File: config.mk
export PLATFORM = sky130hd
export DESIGN_NAME = bsc_handler
export DESIGN_NICKNAME = d
export VERILOG_FILES = /design/src/bsc_pkg.sv /design/src/bsc_handler.sv
export VERILOG_INCLUDE_DIRS = /design/src
export SDC_FILE = /design/constraint.sdc
export NUM_CORES = 1
export LEC_CHECK = 0
export BUFFER_PORTS_ARGS = -buffer_cell sky130_fd_sc_hd__buf_2
export CORE_MARGIN = 5
export CORE_UTILIZATION = 48
export DETAILED_ROUTE_END_ITERATION = 10
export PLACE_DENSITY = 0.88
export SETUP_SLACK_MARGIN = 0.5
export SYNTH_ARGS = -nofsm -noshare
export SYNTH_HDL_FRONTEND = slang
export SYNTH_SLANG_ARGS = --single-unit
File: constraint.sdc
create_clock -name clk -period 4.2 [get_ports clk]
set_input_delay 0.21 -clock clk [delete_from_list [all_inputs] [get_ports clk]]
set_output_delay 0.21 -clock clk [all_outputs]
set_load 0.01 [all_outputs]
File: src/bsc_consts.svh
// Constants of the boot serial command handler: framing bytes, codes,
// lengths and reset values. Included by the design file and the testbench.
//
// Summary of operation
// Wait for header byte; drop all others.
// Missing terminator byte gives packet error.
// Checksum mismatch gives checksum error.
// Length against format or command: packet error.
// After length/checksum errors, no processing; wait.
// Report highest-priority error only; fill ones.
// Unsupported parameter identifier gives parameter error.
// Init state byte: 000b off, 111b on.
// Recognise inquiry: code 0, length 1, sum ff.
// Group D: unauthenticated debug identifier refuses inquiry.
// Inquiry OK: 81, len 0a, codes 0, sum fe.
// Inquiry failure: code 80, status, detail, address.
// Signature request 3a with sum c5 answered.
// Parameter query 52, two bytes; replies 52/d2.
// Signature reply 3a or error ba, then wait.
// Checksum makes byte sum from length zero.
// Host waits for whole response before next.
`ifndef BSC_CONSTS_SVH
`define BSC_CONSTS_SVH

`define BSC_CMD_HDR 8'h01
`define BSC_TERM 8'h03
`define BSC_RESP_HDR 8'h81
`define BSC_CMD_INQ 8'h00
`define BSC_CMD_SIG 8'h3a
`define BSC_CMD_PRM 8'h52
`define BSC_CODE_ERR 8'h80
`define BSC_CODE_INQ_OK 8'h00
`define BSC_LEN_INQ 16'h0001
`define BSC_LEN_SIG 16'h0001
`define BSC_LEN_PRM 16'h0002
`define BSC_LEN_FMT_MAX 16'h0401
`define BSC_RLEN_STATUS 8'h0a
`define BSC_RLEN_PARAM 8'h02
`define BSC_RLEN_SIG 8'h2a
`define BSC_PARAM_ID_INIT 8'h01
`define BSC_PVAL_ON 8'h07
`define BSC_PVAL_OFF 8'h00
`define BSC_FILL 8'hff
`define BSC_STAT_OK 8'h00
`define BSC_STAT_PKT 8'hc1
`define BSC_STAT_SUM 8'hc2
`define BSC_STAT_PARAM 8'hc3
`define BSC_STAT_ACCEPT 8'hc4
`define BSC_STAT_UNSUP 8'hc5
`define BSC_SIG_BYTES 41
`define BSC_RST_BYTE 8'h00
`define BSC_RST_LEN 16'h0000
`define BSC_RST_IDX 6'h00

`endif

File: src/bsc_pkg.sv
// Types of the boot serial command handler.
// Assumes the constants header supplies all numeric values.
package bsc_pkg;

  typedef enum logic [2:0]
  {
    BSC_IDLE,
    BSC_LEN_HI,
    BSC_LEN_LO,
    BSC_BODY,
    BSC_SUM,
    BSC_TERM,
    BSC_RESP
  } bsc_state_t;

  typedef enum logic [1:0]
  {
    BSC_K_STATUS,
    BSC_K_PARAM,
    BSC_K_SIG
  } bsc_kind_t;

  typedef struct packed
  {
    bsc_kind_t kind;
    logic [7:0] code;
    logic [7:0] status;
    logic [7:0] len_lo;
    logic [7:0] pval;
  } bsc_resp_t;

endpackage

File: src/bsc_handler.sv
// Command packet receiver and responder of the serial boot protocol.
// Assumes byte streams synchronous to clk; the host waits for each
// whole response before it sends the next command.
`timescale 1ns/10ps
`include "bsc_consts.svh"

module bsc_handler
(
  input wire logic clk,
  input wire logic rst_n,
  input wire logic ce,
  input wire logic rx_valid,
  input wire logic [7:0] rx_data,
  input wire logic tx_ready,
  output logic tx_valid,
  output logic [7:0] tx_data,
  input wire logic init_enabled,
  input wire logic group_d_variant,
  input wire logic debug_id_set,
  input wire logic debug_id_authenticated,
  input wire logic [8*`BSC_SIG_BYTES-1:0] signature_info
);

  bsc_pkg::bsc_state_t state_r;
  bsc_pkg::bsc_resp_t resp_r, resp_nxt;
  logic [15:0] len_r, cnt_r;
  logic [7:0] acc_r, cmd_r, param_id_r;
  logic [5:0] idx_r, last_idx;
  logic [7:0] tx_acc_r, tx_data_r, tx_acc_nxt, tx_data_nxt;
  logic [7:0] sig_b [0:`BSC_SIG_BYTES-1];
  logic rx_take, tx_fire, tx_last, term_eval;

  // Signature bytes, first sent byte in the top bits
  genvar gi;
  generate
    for (gi = 0; gi < `BSC_SIG_BYTES; gi = gi + 1)
    begin : g_sig
      assign sig_b[gi] = signature_info[8*(`BSC_SIG_BYTES-1-gi) +: 8];
    end
  endgenerate

  assign rx_take = ce && rx_valid;
  assign term_eval = rx_take && (state_r == bsc_pkg::BSC_TERM);
  assign tx_valid = (state_r == bsc_pkg::BSC_RESP);
  assign tx_data = tx_data_r;
  assign tx_fire = ce && tx_valid && tx_ready;
  assign last_idx = resp_r.len_lo[5:0] + 6'h04;
  assign tx_last = (idx_r == last_idx);

  // Receive and response sequencing
  always_ff @(posedge clk or negedge rst_n)
  begin
    if (!rst_n)
      state_r <= bsc_pkg::BSC_IDLE;
    else if (ce)
    begin
      case (state_r)
        bsc_pkg::BSC_IDLE:
          if (rx_valid && rx_data == `BSC_CMD_HDR)
            state_r <= bsc_pkg::BSC_LEN_HI;
        bsc_pkg::BSC_LEN_HI:
          if (rx_valid)
            state_r <= bsc_pkg::BSC_LEN_LO;
        bsc_pkg::BSC_LEN_LO:
          if (rx_valid)
          begin
            if ({len_r[15:8], rx_data} == `BSC_RST_LEN)
              state_r <= bsc_pkg::BSC_SUM;
            else
              state_r <= bsc_pkg::BSC_BODY;
          end
        bsc_pkg::BSC_BODY:
          if (rx_valid && (cnt_r + 16'h0001) == len_r)
            state_r <= bsc_pkg::BSC_SUM;
        bsc_pkg::BSC_SUM:
          if (rx_valid)
            state_r <= bsc_pkg::BSC_TERM;
        bsc_pkg::BSC_TERM:
          if (rx_valid)
            state_r <= bsc_pkg::BSC_RESP;
        bsc_pkg::BSC_RESP:
          if (tx_valid && tx_ready && tx_last)
            state_r <= bsc_pkg::BSC_IDLE;
        default:
          state_r <= bsc_pkg::BSC_IDLE;
      endcase
    end
  end

  // Packet fields and running byte sum
  always_ff @(posedge clk or negedge rst_n)
  begin
    if (!rst_n)
    begin
      len_r <= `BSC_RST_LEN;
      cnt_r <= `BSC_RST_LEN;
      acc_r <= `BSC_RST_BYTE;
      cmd_r <= `BSC_RST_BYTE;
      param_id_r <= `BSC_RST_BYTE;
    end
    else if (rx_take)
    begin
      case (state_r)
        bsc_pkg::BSC_IDLE:
        begin
          acc_r <= `BSC_RST_BYTE;
          cmd_r <= `BSC_RST_BYTE;
          param_id_r <= `BSC_RST_BYTE;
        end
        bsc_pkg::BSC_LEN_HI:
        begin
          len_r[15:8] <= rx_data;
          acc_r <= acc_r + rx_data;
        end
        bsc_pkg::BSC_LEN_LO:
        begin
          len_r[7:0] <= rx_data;
          acc_r <= acc_r + rx_data;
          cnt_r <= `BSC_RST_LEN;
        end
        bsc_pkg::BSC_BODY:
        begin
          acc_r <= acc_r + rx_data;
          cnt_r <= cnt_r + 16'h0001;
          if (cnt_r == 16'h0000)
            cmd_r <= rx_data;
          if (cnt_r == 16'h0001)
            param_id_r <= rx_data;
        end
        bsc_pkg::BSC_SUM:
          acc_r <= acc_r + rx_data;
        default:
          acc_r <= acc_r;
      endcase
    end
  end

  // Verdict on a complete packet, highest priority first
  always_comb
  begin
    logic [15:0] need_len;
    logic known;
    need_len = `BSC_RST_LEN;
    known = 1'b1;
    case (cmd_r)
      `BSC_CMD_INQ: need_len = `BSC_LEN_INQ;
      `BSC_CMD_SIG: need_len = `BSC_LEN_SIG;
      `BSC_CMD_PRM: need_len = `BSC_LEN_PRM;
      default: known = 1'b0;
    endcase
    resp_nxt.kind = bsc_pkg::BSC_K_STATUS;
    resp_nxt.code = cmd_r | `BSC_CODE_ERR;
    resp_nxt.status = `BSC_STAT_OK;
    resp_nxt.len_lo = `BSC_RLEN_STATUS;
    resp_nxt.pval = `BSC_PVAL_OFF;
    if (rx_data != `BSC_TERM)
      resp_nxt.status = `BSC_STAT_PKT;
    else if (acc_r != `BSC_RST_BYTE)
      resp_nxt.status = `BSC_STAT_SUM;
    else if (len_r == `BSC_RST_LEN || len_r > `BSC_LEN_FMT_MAX)
      resp_nxt.status = `BSC_STAT_PKT;
    else if (!known)
      resp_nxt.status = `BSC_STAT_UNSUP;
    else if (len_r != need_len)
      resp_nxt.status = `BSC_STAT_PKT;
    else
    begin
      case (cmd_r)
        `BSC_CMD_INQ:
          if (group_d_variant && debug_id_set && !debug_id_authenticated)
            resp_nxt.status = `BSC_STAT_ACCEPT;
          else
            resp_nxt.code = `BSC_CODE_INQ_OK;
        `BSC_CMD_SIG:
        begin
          resp_nxt.kind = bsc_pkg::BSC_K_SIG;
          resp_nxt.code = `BSC_CMD_SIG;
          resp_nxt.len_lo = `BSC_RLEN_SIG;
        end
        `BSC_CMD_PRM:
          if (param_id_r != `BSC_PARAM_ID_INIT)
            resp_nxt.status = `BSC_STAT_PARAM;
          else
          begin
            resp_nxt.kind = bsc_pkg::BSC_K_PARAM;
            resp_nxt.code = `BSC_CMD_PRM;
            resp_nxt.len_lo = `BSC_RLEN_PARAM;
            resp_nxt.pval = init_enabled ? `BSC_PVAL_ON
                                         : `BSC_PVAL_OFF;
          end
        default:
          resp_nxt.status = `BSC_STAT_UNSUP;
      endcase
    end
  end

  // Next response byte after the one being sent
  always_comb
  begin
    logic [5:0] nidx;
    logic [5:0] pidx;
    nidx = idx_r + 6'h01;
    pidx = nidx - 6'h04;
    tx_acc_nxt = tx_acc_r;
    if (idx_r >= 6'h01 && idx_r <= resp_r.len_lo[5:0] + 6'h02)
      tx_acc_nxt = tx_acc_r + tx_data_r;
    tx_data_nxt = `BSC_FILL;
    if (nidx == 6'h01)
      tx_data_nxt = 8'h00;
    else if (nidx == 6'h02)
      tx_data_nxt = resp_r.len_lo;
    else if (nidx == 6'h03)
      tx_data_nxt = resp_r.code;
    else if (nidx == resp_r.len_lo[5:0] + 6'h03)
      tx_data_nxt = 8'h00 - tx_acc_nxt;
    else if (nidx == resp_r.len_lo[5:0] + 6'h04)
      tx_data_nxt = `BSC_TERM;
    else
    begin
      case (resp_r.kind)
        bsc_pkg::BSC_K_PARAM:
          tx_data_nxt = resp_r.pval;
        bsc_pkg::BSC_K_SIG:
          if (pidx < 6'd41)
            tx_data_nxt = sig_b[pidx];
        default:
          if (pidx == 6'h00)
            tx_data_nxt = resp_r.status;
      endcase
    end
  end

  // Response register and byte stream
  always_ff @(posedge clk or negedge rst_n)
  begin
    if (!rst_n)
    begin
      resp_r <= '0;
      idx_r <= `BSC_RST_IDX;
      tx_acc_r <= `BSC_RST_BYTE;
      tx_data_r <= `BSC_RST_BYTE;
    end
    else if (term_eval)
    begin
      resp_r <= resp_nxt;
      idx_r <= `BSC_RST_IDX;
      tx_acc_r <= `BSC_RST_BYTE;
      tx_data_r <= `BSC_RESP_HDR;
    end
    else if (tx_fire && !tx_last)
    begin
      idx_r <= idx_r + 6'h01;
      tx_acc_r <= tx_acc_nxt;
      tx_data_r <= tx_data_nxt;
    end
  end
endmodule

# Yosys cells after proc, flatten, opt, wreduce, memory -nomap -nowiden
# Cells that the tools add are included.
totals:
  out_inout_bits: 9
  reg_bits: 115
  in_bits: 345
  wordCells: 158
op_classes:
  order_cmp: 5
  n_eq_ne: 31
  n_addsub: 9
  reduce_logical: 36
  muxes: 61
  bitwise: 1
ops:
  columns: ["op", "count"]
  rows:
  - ["2-to-1 mux 8 bit", 25]
  - ["2-to-1 mux 16 bit", 5]
  - ["one-hot mux 8 bit (2 select lines)", 4]
  - ["2-to-1 mux 10 bit", 5]
  - ["binary-select mux 8 bit (select 6 bit)", 1]
  - ["logical NOT 16 bit", 3]
  - ["one-hot mux 8 bit (3 select lines)", 2]
  - ["one-hot mux 16 bit (2 select lines)", 1]
  - ["2-to-1 mux 3 bit", 9]
  - ["one-hot mux 3 bit (7 select lines)", 1]
  - ["== test 6 bit", 3]
  - ["adder 16 x 1 -> 16 bit (second input constant)", 1]
  - ["adder 8 bit", 2]
  - ["== test 16 x 1 -> 1 bit (second input constant)", 1]
  - ["== test 16 bit", 1]
  - ["> comparator 16 x 11 -> 1 bit (second input constant)", 1]
  - ["inequality test 16 bit", 1]
  - ["inequality test 2 bit (second input constant)", 8]
  - ["adder 6 x 2 -> 6 bit (second input constant)", 2]
  - ["== test 6 x 2 -> 1 bit (second input constant)", 2]
  - ["logical AND 1 bit", 12]
  - ["2-to-1 mux 12 bit", 1]
  - ["2-to-1 mux 6 bit", 2]
  - ["one-hot mux 6 bit (2 select lines)", 1]
  - ["37 further kinds", 49]

# Depth between registers and ports, before layout
# Gate-level depths: netlist of run 1.
depth:
  depth_word: 15
  ltp_mapped: 16
  ltp_nobuf: 14

# Worst setup path after synthesis of run 1
# Ideal clock, no wire load.
synth_path:
  path_kind: "flip-flop to flip-flop"
  from: "register idx_r[0]"
  to: "register tx_data_r[6] (netlist: tx_data[6])"
  path_slack_ns: 0.484
  stages_incl_launch_ff: 17
  setup_ns: 0.074
  t_required_ns: 4.126
  path_buffers: 4
  arrival_ns: 3.642
  synth_period_minus_slack_ns: 3.716
  path_cell_list: "dfrtp_1 > buf_6 > buf_6 > buf_4 > inv_1 > ha_1 > nor4bb_1 > nor2_1 > buf_2 > mux2i_1 > ha_1 > nor3b_1 > nor2b_1 > mux2i_1 > or4_1 > and4_1 > o21ai_2"
synth_between:
  elab_chain_cells: 15
  elab_cells_between_ends: 32
  cone_classes: "add/sub: 3; order compare: 3; eq/ne: 6; mux: 14; bitwise: 1; reduce/logical: 5"
synth_rtl:
  columns: ["element", "line", "text"]
  rows:
  - ["start: declaration", "bsc_handler.sv:28", "logic [5:0] idx_r, last_idx;"]
  - ["start signal: assignment", "bsc_handler.sv:239", "idx_r <= `BSC_RST_IDX;"]
  - ["start signal: assignment", "bsc_handler.sv:246", "idx_r <= `BSC_RST_IDX;"]
  - ["start signal: assignment", "bsc_handler.sv:252", "idx_r <= idx_r + 6'h01;"]
  - ["adder 6 x 1 -> 6 bit", "bsc_handler.sv:202", "nidx = idx_r + 6'h01;"]
  - ["subtractor 6 x 3 -> 6 bit", "bsc_handler.sv:203", "pidx = nidx - 6'h04;"]
  - ["inverter 6 -> 7 bit (not written as such)", "bsc_handler.sv:225", "tx_data_nxt = sig_b[pidx];"]
  - ["binary-select mux 8 bit (select 6 bit)", "bsc_handler.sv:225", null]
  - ["2-to-1 mux 8 bit (not written as such) (2 in series)", "bsc_handler.sv:225", null]
  - ["2-to-1 mux 8 bit", "bsc_handler.sv:224", "if (pidx < 6'd41)"]
  - ["one-hot mux 8 bit (2 select lines)", "bsc_handler.sv:220", "case (resp_r.kind)"]
  - ["2-to-1 mux 8 bit", "bsc_handler.sv:216", "else if (nidx == resp_r.len_lo[5:0] + 6'h04)"]
  - ["2-to-1 mux 8 bit", "bsc_handler.sv:214", "else if (nidx == resp_r.len_lo[5:0] + 6'h03)"]
  - ["2-to-1 mux 8 bit", "bsc_handler.sv:212", "else if (nidx == 6'h03)"]
  - ["2-to-1 mux 8 bit", "bsc_handler.sv:210", "else if (nidx == 6'h02)"]
  - ["2-to-1 mux 8 bit", "bsc_handler.sv:208", "if (nidx == 6'h01)"]
  - ["2-to-1 mux 8 bit", "bsc_handler.sv:250", "else if (tx_fire && !tx_last)"]
  - ["2-to-1 mux 8 bit", "bsc_handler.sv:243", "else if (term_eval)"]
  - ["end signal: assignment", "bsc_handler.sv:241", "tx_data_r <= `BSC_RST_BYTE;"]
  - ["end signal: assignment", "bsc_handler.sv:248", "tx_data_r <= `BSC_RESP_HDR;"]
  - ["end signal: assignment", "bsc_handler.sv:254", "tx_data_r <= tx_data_nxt;"]
  - ["end: declaration", "bsc_handler.sv:29", "logic [7:0] tx_acc_r, tx_data_r, tx_acc_nxt, tx_data_nxt;"]
# Parallel ways exist; a longest one is shown, timed or not. The select of a mux whose other input is x is not followed.
# A chain may end at the register's enable or synchronous reset.

# Worst setup path in the final report of run 1
layout_path:
  from: "register idx_r[3]"
  to: "register tx_data_r[6] (netlist: tx_data[6])"
# The elaborated chain is that of the path after synthesis.

==> results of run 1 <==
[how the worst max path moves through the flow]
stage                               from                     end  depth (start not counted)
detailed placement  idx_r[5]$_DFFE_PN0P_  tx_data[6]$_DFFE_PN0P_                         14
floorplan           idx_r[0]$_DFFE_PN0P_  tx_data[6]$_DFFE_PN0P_                         16
finish              idx_r[3]$_DFFE_PN0P_  tx_data[6]$_DFFE_PN0P_                         14
global route        idx_r[3]$_DFFE_PN0P_  tx_data[6]$_DFFE_PN0P_                         14
global placement    idx_r[5]$_DFFE_PN0P_  tx_data[6]$_DFFE_PN0P_                         14
CTS                 idx_r[5]$_DFFE_PN0P_  tx_data[6]$_DFFE_PN0P_                         14
[state kept, by name, summed over array words and instances, names as in the netlist]
signal,cells
param_id_r,8
tx_data,8
acc_r,8
tx_acc_r,8
cnt_r,16
resp_r,16
state_r,3
idx_r,6
len_r,16
cmd_r,8
[synth_stat cells (5+ instances only)]
cell type	count
clkbuf_1	30
nor3b_1	5
ha_1	33
buf_6	7
mux2i_1	25
nand2b_1	6
dfrtp_1	97
or2_2	5
o31ai_1	9
nand3b_1	5
a22o_1	11
mux4_2	82
nor2_1	57
xnor2_1	34
a22oi_1	5
mux4_1	7
nand2_1	109
a21oi_1	39
or3_1	7
nor3_1	23
buf_2	17
o21ai_0	57
a211oi_1	7
xor2_1	13
nand3_1	34
mux2_2	35
inv_1	20
a31oi_1	8
or4_1	8
nand4_1	14
nor2b_1	5
buf_4	9
and3_1	11
nor4_1	16
a21o_1	8
[cell type report]
class                   count  area [um2]
flip-flops and latches     97        2430
inverters                  22        82.6
well taps                 265         332
clock inverters             6        73.8
diodes                      4        10.0
multi-input cells         755        6590
clock buffers               9         225
repair buffers            367        1890
fillers                  1698        7760
[metrics by stage]
stage                     worst slack [ns]  hold slack, ns
after global routing                 0.416           0.118
after floorplan                      0.526         -0.0856
after global placement               0.672           0.325
final                                0.680           0.120
after detailed placement             0.559           0.321
after CTS                            0.548           0.121
[critical path: cells and delay by family (launching register included)]
family	cells	cell delay, ns
DFF	1	0.50
and+or+nand+nor	7	1.58
AOI/OAI and AO/OA	2	0.15
adders and majority gates	2	0.61
buffers and inverters	1	0.25
muxes	2	0.36
[metal layers]
layer / GRT usage (%) / routed length [um] / up-vias
met1: 40.7 / 14400 / 4668
met4: 10.9 / 1550 / 8
met2: 52.7 / 17200 / 580
met5: 0 / 57 / -
li1: - / - / 4251
met3: 9.96 / 4140 / 109
[cell families after synthesis]
| family | Yosys count | share of synthesized area, % |
|---|---|---|
| AND/OR/NAND/NOR | 329 | 17.7 |
| AO/OA/AOI/OAI | 191 | 13.5 |
| multiplexers | 149 | 28.4 |
| flip-flops | 97 | 25.7 |
| buffers and inverters | 88 | 4.67 |
| XOR/XNOR | 51 | 5.23 |
| adder cells (fa/ha/maj) | 35 | 4.80 |
[power by group]
part / leakage (nW) / switching, W / internal [W]
combinational: 3.84 / 0.000564 / 0.000654
clock: 0.147 / 0.000389 / 0.000467
sequential: 1.22 / 0.000263 / 0.00114
total: 5.21 / 0.00122 / 0.00226
[repair_timing]
action / 4_1_cts / 5_1_grt
endpoints found under the hold margin: 56 / 0
hold buffers: 1 / 0
gates resized for setup: 0 / 5
endpoints found under the setup margin: 0 / 2
==> run summary, run 1 <==
status: finished, final reports clean
sequential area share after synthesis: 25.7%
#FFs+latches synth: 97
DR vias: 9616
die area: 0.0226 mm2
Starting Density: 48.6%
Yosys top cell area share: 25.7%
Setup Crit Path Kind: register to register
Inst Count DP: 1505
CTS tree: done
drt drc: 0
Netlist Area Pre-Place: 0.00943 mm2
final wirelength: 37300 um
reg2reg setup slack: 0.68 ns
Final setup viols: 0
final slew viol count: 0
CP Cell Sequence: ha_1, and4bb_2, and3_1, a21oi_1, nor2_1, buf_4, mux2i_1, ha_1, nor3b_2, nor2b_1, mux2i_1, or4_1, and4_1, o21ai_2
Core Util, Final: 60.0%
number of core rows: 51
Hold WC Path Type: primary input to register
CTS max path bufs: 2
crit path time final: 3.52 ns
Post-synth ARST share: 100%
largest net degree at the start of global routing: 60
share of post-route cells with drive strength above 1: 42.3%
Max Freq: 284 MHz
Avg Cell Area, Syn: 10.0 um2
Setup Buffers After CTS: 0
core area: 0.0194 mm2
crit end category: register
Sum Neg Setup Slack: 0 ns
post-synth top area cell: dfrtp_1
die width: 150 um
design area: 0.0116 mm2
leakage: 5.21 nW
PD cells: 299 mW/mm2
most frequent cells in the layout: buf_2, nand2_1, dfrtp_1, mux4_2
drt first pass iters: 5
Slew @ Worst Pin: 1.06 ns
Worst-path clk slew: 0.07 ns
GR Overflow Total: 0
initial DRC count: 1010
Power, Total: 0.00348 W
global-route wire length before repair: 54900 um
Clock Latency Late Sink: 0.36 ns
VDD IR max: 316 uV
nets: 1632
antenna violations before repair: 6
top_reg_cell synth: dfrtp_1
Worst path slowest cell: dfrtp_1
unrepaired setup endpoints after global routing: true
HP Start: init_enabled
Detail Route Antenna Nets: 0
Vias per Instance: 6.31
crit path launch type: register
Die H: 150 um
relative slew slack: 29.4%
CTS HTree Levels: 3
Mapped Cells: 940
Critical Path AT: 3.81 ns
CP max FO: 12
Max-Cap Viols: 0
Worst Skew: 0.00946 ns
unique cell type count in the Yosys netlist: 85
Req. time, crit path: 4.49 ns
Worst Hold End: resp_r[1]$_DFFE_PN0P_
Total GRT Usage: 32.2%
commonest non-fill, non-tap cell in the layout: buf_2
Critical R2R Capture: tx_data[6]$_DFFE_PN0P_
Syn-to-layout area delta: 23.4%
Routability Congestion: 1.04
fin crit share: 83.8%
HPWL Detailed: 30700 um
yosys warns: 0
Final Hold Fails: 0
Area contributors post-synth: dfrtp_1, mux4_2, ha_1, nand2_1, mux2_2
Worst Reg-to-Reg Cells: 14
I/O Buffers: 353
IO Count: 354
DP Area: 0.0113 mm2
EDFF count, synth: 0
Post-Syn Nets: 1320
root cell of the clock tree: clkbuf_16
total CTS buffers: 9
CTS Sinks: 97
vias in the first global route: 9450
CP max stage delay: 0.50 ns
Critical R2R Launch: idx_r[3]$_DFFE_PN0P_
Hold Path Depth: 2
Avg WL per Cell: 24.4 um
fin cells: 1525
Power figures use the tool's default switching activity.
==> inputs of run 2 (changes only) <==
clock period = 3.35 ns   (was 4.2 ns; I/O delays follow)
==> run summary, run 2 (same netlist as run 1, synthesis figures left out) <==
status: finished, final reports clean
Sum Neg Setup Slack: 0 ns (unchanged)
CTS Sinks: 97 (unchanged)
die area: 0.0226 mm2 (unchanged)
Hold WC Path Type: primary input to register
biggest regs: cnt_r: 16 flops, len_r: 16 flops, resp_r: 16 flops
most frequent cells in the layout: buf_2, nand2_1, dfrtp_1, mux4_2, buf_4
Clock Latency Late Sink: 0.35 ns (about the same)
Critical path buffers and inverters: 1 (unchanged)
Req. time, crit path: 3.64 ns (-0.85 ns)
CTS max path bufs: 2 (unchanged)
Core Util, Final: 65.9% (+5.9 points)
Worst-path clk slew: 0.07 ns (about the same)
GR Overflow Total: 0 (unchanged)
CTS HTree Levels: 3 (unchanged)
commonest non-fill, non-tap cell in the layout: buf_2
CTS tree: done
nets: 1702 (+4.3%)
total CTS buffers: 9 (unchanged)
Max Freq: 320 MHz (+13%)
I/O Buffers: 353 (unchanged)
Worst path slowest cell: or4_1
Vias per Instance: 6.46 (+2.4%)
crit end category: register
number of core rows: 51 (unchanged)
Worst Skew: 0.0132 ns (+0.00378 ns)
Total GRT Usage: 34.7% (+2.5 points)
IO Count: 354 (unchanged)
crit path launch type: register
final slew viol count: 0 (unchanged)
drt first pass iters: 6 (+1)
vias in the first global route: 9999 (+5.8%)
root cell of the clock tree: clkbuf_16
Max-Cap Viols: 0 (unchanged)
Final Hold Fails: 0 (unchanged)
leakage: 5.69 nW (+9.2%)
Starting Density: 48.6% (unchanged)
largest net degree at the start of global routing: 70 (+17%)
Slew @ Worst Pin: 0.900 ns (-0.155 ns)
DR vias: 10300 (+7.5%)
Routability Congestion: 0.975 (-6.1%)
unrepaired setup endpoints after global routing: true
Die H: 150 um (unchanged)
crit path time final: 3.12 ns (-0.398 ns)
HPWL Detailed: 30900 um (+0.68%)
Setup Crit Path Kind: register to register
top cell family by delay on the critical path: simple AND/OR/NAND/NOR gates
antenna violations before repair: 15 (+9)
Avg WL per Cell: 26.1 um (+6.7%)
CP max stage delay: 0.40 ns (-0.10 ns)
PD cells: 344 mW/mm2 (+15%)
initial DRC count: 1151 (+14%)
drt drc: 0 (unchanged)
die width: 150 um (unchanged)
Critical Path AT: 3.41 ns (-0.40 ns)
fin crit share: 93.2% (+9.4 points)
final wirelength: 41800 um (+12%)
share of post-route cells with drive strength above 1: 48.7% (+6.4 points)
Final setup viols: 0 (unchanged)
core area: 0.0194 mm2 (unchanged)
CP Cell Sequence: inv_2, ha_4, nor2b_4, o211ai_1, a21oi_4, nor2_4, mux2i_2, ha_2, nor3b_4, nor2b_1, mux2i_1, or4_1, and4_1, o21ai_2
CP max FO: 3 (-9)
VDD IR max: 283 uV (-10%)
Syn-to-layout area delta: 35.5%
global-route wire length before repair: 58800 um (+7.0%)
Detail Route Antenna Nets: 0 (unchanged)
relative slew slack: 40.0% (+11 points)
## run 2: changes by cell type in the layout (fill, tap and decap cells not counted), sizes merged
cell	change
bufbuf	+1
clkbuf	+3
buf	+66
clkinvlp	+5
inv	-3
clkinv	-1
diode	+5
## run 2: per-stage QoR
stage	worst slack (ns)	area (um2)	total power, W	cells	hold WS [ns]
after floorplan	0.0807	9620	0.00273	940	-0.128
after global placement	0.193	11600	0.00319	1527	0.335
after detailed placement	0.0891	11600	0.00328	1527	0.335
after CTS	0.314	12200	0.00436	1566	0.0803
after global routing	0.0608	12800	0.00463	1596	0.0786
final	0.228	12800	0.00439	1601	0.0907
## run 2: what timing repair did
action,in CTS,in global routing
hold buffers,1,0
endpoints found under the hold margin,67,0
setup buffers,20,23
gates resized for setup,21,53
endpoints found under the setup margin,8,10
cloned,2,3
pin swaps,10,24
## run 2: power breakdown
part / leakage, nW / internal, W / switching (W) / total [W]
clock: 0.136 / 0.000585 / 0.000477 / 0.00106
combinational: 4.33 / 0.000829 / 0.000745 / 0.00157
sequential: 1.22 / 0.00143 / 0.000328 / 0.00175
## run 2: final cells by class
| type | count | area, um2 |
|---|---|---|
| inverters | 22 | 101 |
| multi-input cells | 755 | 6920 |
| well taps | 265 | 332 |
| clock buffers | 9 | 225 |
| repair buffers | 437 | 2670 |
| fillers | 1498 | 6620 |
| clock inverters | 7 | 80.1 |
| flip-flops and latches | 97 | 2430 |
| diodes | 9 | 22.5 |
## run 2: per-layer routing
metal	vias up	global-route usage (%)	wire, um
met2	872	53.3	18700
met3	181	16.6	6540
met1	4878	41.0	13900
met4	14	16.5	2470
li1	4393	-	-
met5	-	0	90
## run 2: worst paths after layout
path | startpoint | endpoint | cells after the start | slack (ns)
min in group asynchronous | rst_n | cnt_r[15]$_DFFE_PN0P_ | 2 | 0.46
setup reg to reg | resp_r[9]$_DFFE_PN0P_ | tx_data[6]$_DFFE_PN0P_ | 14 | 0.23
setup / recovery | resp_r[9]$_DFFE_PN0P_ | tx_data[6]$_DFFE_PN0P_ | 14 | 0.23
hold reg to reg | param_id_r[1]$_DFFE_PN0P_ | param_id_r[1]$_DFFE_PN0P_ | 1 | 0.51
max in group asynchronous | rst_n | resp_r[30]$_DFFE_PN0P_ | 3 | 2.06
hold / removal | init_enabled | resp_r[1]$_DFFE_PN0P_ | 2 | 0.09
## run 2: worst register-to-register path, cell delays in order (launching register included)
cell and delay (ns):
dfrtp_1 0.39, inv_2 0.11, ha_4 0.22, nor2b_4 0.13
o211ai_1 0.29, a21oi_4 0.12, nor2_4 0.15, mux2i_2 0.27
ha_2 0.25, nor3b_4 0.19, nor2b_1 0.16, mux2i_1 0.10
or4_1 0.40, and4_1 0.21, o21ai_2 0.10
==> inputs of run 3 (changes only) <==
BUFFER_PORTS_ARGS = not set   (was -buffer_cell sky130_fd_sc_hd__buf_2)
DONT_BUFFER_PORTS = 1   (was not set)
PLACE_DENSITY = 0.73   (was 0.88)
==> run summary, run 3 (same netlist as run 1, synthesis figures left out) <==
CTS Sinks: 97 (unchanged)
core area: 0.0194 mm2 (unchanged)
Clock Latency Late Sink: 0.35 ns (about the same)
Core Util, Final: 55.6% (-10 points)
I/O Buffers: 0 (-100%)
Slew @ Worst Pin: 0.683 ns (-0.217 ns)
Worst Hold End: resp_r[17]$_DFFE_PN0P_
CP max FO: 7 (+4)
Worst-path clk slew: 0.08 ns (about the same)
post-placement setup slack: 0.100 ns (+0.0112 ns)
status: finished, final reports clean
Worst Reg-to-Reg Cells: 13 (-1)
initial DRC count: 836 (-27%)
Req. time, crit path: 3.64 ns (about the same)
area occupied by multi-input gates: 0.00683 mm2 (-1.3%)
root cell of the clock tree: clkbuf_16
most frequent cells in the layout: nand2_1, dfrtp_1, mux4_2, nor2_1, o21ai_0
drt first pass iters: 8 (+2)
vias in the first global route: 8403 (-16%)
biggest regs: cnt_r: 16 flops, len_r: 16 flops, resp_r: 16 flops
Critical Path AT: 3.38 ns (-0.03 ns)
Met2 Wirelength: 16300 um (-13%)
Detail Route Antenna Nets: 0 (unchanged)
IO Count: 354 (unchanged)
unrepaired setup endpoints after global routing: true
share of post-route cells with drive strength above 1: 27.2% (-21 points)
HP Start: rx_data[1]
Setup Crit Path Kind: register to register
antenna violations before repair: 35 (+20)
reg2reg setup slack: 0.26 ns (+0.03 ns)
final slew viol count: 0 (unchanged)
global-route wire length before repair: 52900 um (-10%)
Avg WL per Cell: 29.0 um (+11%)
Vias per Instance: 6.74 (+4.4%)
VDD IR max: 305 uV (+7.7%)
Total GRT Usage: 31.9% (-2.8 points)
die area: 0.0226 mm2 (unchanged)
Routability Congestion: 0.938 (-3.8%)
PD cells: 375 mW/mm2 (+9.1%)
number of core rows: 51 (unchanged)
total CTS buffers: 9 (unchanged)
fin crit share: 92.2% (-0.95 points)
HPWL Detailed: 27900 um (-9.5%)
commonest non-fill, non-tap cell in the layout: nand2_1
crit path launch type: register
GR Overflow Total: 0 (unchanged)
Die H: 150 um (unchanged)
Max-Cap Viols: 0 (unchanged)
Worst Skew: 0.0115 ns (-0.00170 ns)
DR vias: 8450 (-18%)
Final Hold Fails: 0 (unchanged)
largest net degree at the start of global routing: 98 (+40%)
Final setup viols: 0 (unchanged)
routed wl met3: 4680 um (-29%)
final wirelength: 36300 um (-13%)
Critical R2R Capture: tx_data[6]$_DFFE_PN0P_
fillcell total: 1674 (+12%)
FF+latch area: 0.00243 mm2 (unchanged)
design area: 0.0108 mm2 (-16%)
Critical R2R Launch: idx_r[0]$_DFFE_PN0P_
Sum Neg Setup Slack: 0 ns (unchanged)
drt drc: 0 (unchanged)
DP Area: 0.00980 mm2 (-15%)
fin cells: 1253 (-22%)
die width: 150 um (unchanged)
Hold WC Path Type: primary input to register
Syn-to-layout area delta: 14.3%
final worst-path setup slack: 0.260 ns (+0.0317 ns)
Inst Count DP: 1172 (-23%)
topmost layer with routed signal wires: met5
CTS HTree Levels: 3 (unchanged)
CTS max path bufs: 2 (unchanged)
CTS tree: done
CP Launch Point: idx_r[0]$_DFFE_PN0P_
Max Freq: 324 MHz (+1.0%)
met1 wire length: 13400 um (-3.9%)
Hold Path Depth: 2 (unchanged)
relative slew slack: 54.3% (+14 points)
Starting Density: 48.6% (unchanged)
crit end category: register
leakage: 4.15 nW (-27%)
nets: 1338 (-21%)
crit path time final: 3.09 ns (-0.0317 ns)
[run 3: worst max-delay path: stages, from the launching register on]
cell	delay [ns]
dfrtp_4	0.50
buf_6	0.15
and4bb_2	0.30
and3_4	0.20
a21oi_4	0.04
nor2_4	0.15
mux2i_2	0.27
ha_2	0.25
nor3b_4	0.21
nor2b_4	0.17
mux2i_1	0.08
or4_1	0.40
and4_1	0.21
o21ai_2	0.11
[run 3: stage by stage]
| stage | hold WS [ns] | power (W) |
|---|---|---|
| after floorplan | -0.128 | 0.00273 |
| after global placement | -0.123 | 0.00296 |
| after detailed placement | -0.124 | 0.00301 |
| after CTS | 0.0326 | 0.00404 |
| after global routing | 0.0495 | 0.00429 |
| final | 0.0398 | 0.00404 |
[run 3: timing repair]
action                     in CTS  in global routing
pin swaps                       9                 12
hold endpoints to repair      114                  0
hold buffers                   11                  0
setup endpoints to repair       8                  9
cloned                          1                  2
buffers inserted               17                  9
resized for setup              17                 28
[run 3: worst max path at each step]
stage | end | slack (ns) | depth (start not counted)
4_1_cts | tx_data[6]$_DFFE_PN0P_ | 0.30 | 13
3_5_place_dp | tx_data[6]$_DFFE_PN0P_ | 0.10 | 14
2_1_floorplan | tx_data[6]$_DFFE_PN0P_ | 0.08 | 16
5_1_grt | tx_data[6]$_DFFE_PN0P_ | 0.12 | 13
6_report | tx_data[6]$_DFFE_PN0P_ | 0.26 | 13
3_3_place_gp | tx_data[7]$_DFFE_PN0P_ | 0.24 | 10
[run 3: routing by layer]
metal	track usage (%)	vias to the layer above
met5	0	-
met4	15.1	24
met3	17.0	120
met2	47.5	529
met1	37.7	4103
li1	-	3674
[run 3: cell type report]
class	instances	share of cell area [%]
multi-input cells	755	63.3
inverters	22	0.882
clock buffers	11	2.16
well taps	265	3.07
repair buffers	73	7.06
clock inverters	5	0.383
flip-flops and latches	97	22.6
diodes	25	0.580
[run 3: where the power goes]
| group | internal (W) | total, W | switching, W |
|---|---|---|---|
| clock | 0.000512 | 0.000993 | 0.000482 |
| combinational | 0.000697 | 0.00130 | 0.000605 |
| sequential | 0.00143 | 0.00175 | 0.000320 |
| total | 0.00264 | 0.00404 | 0.00141 |
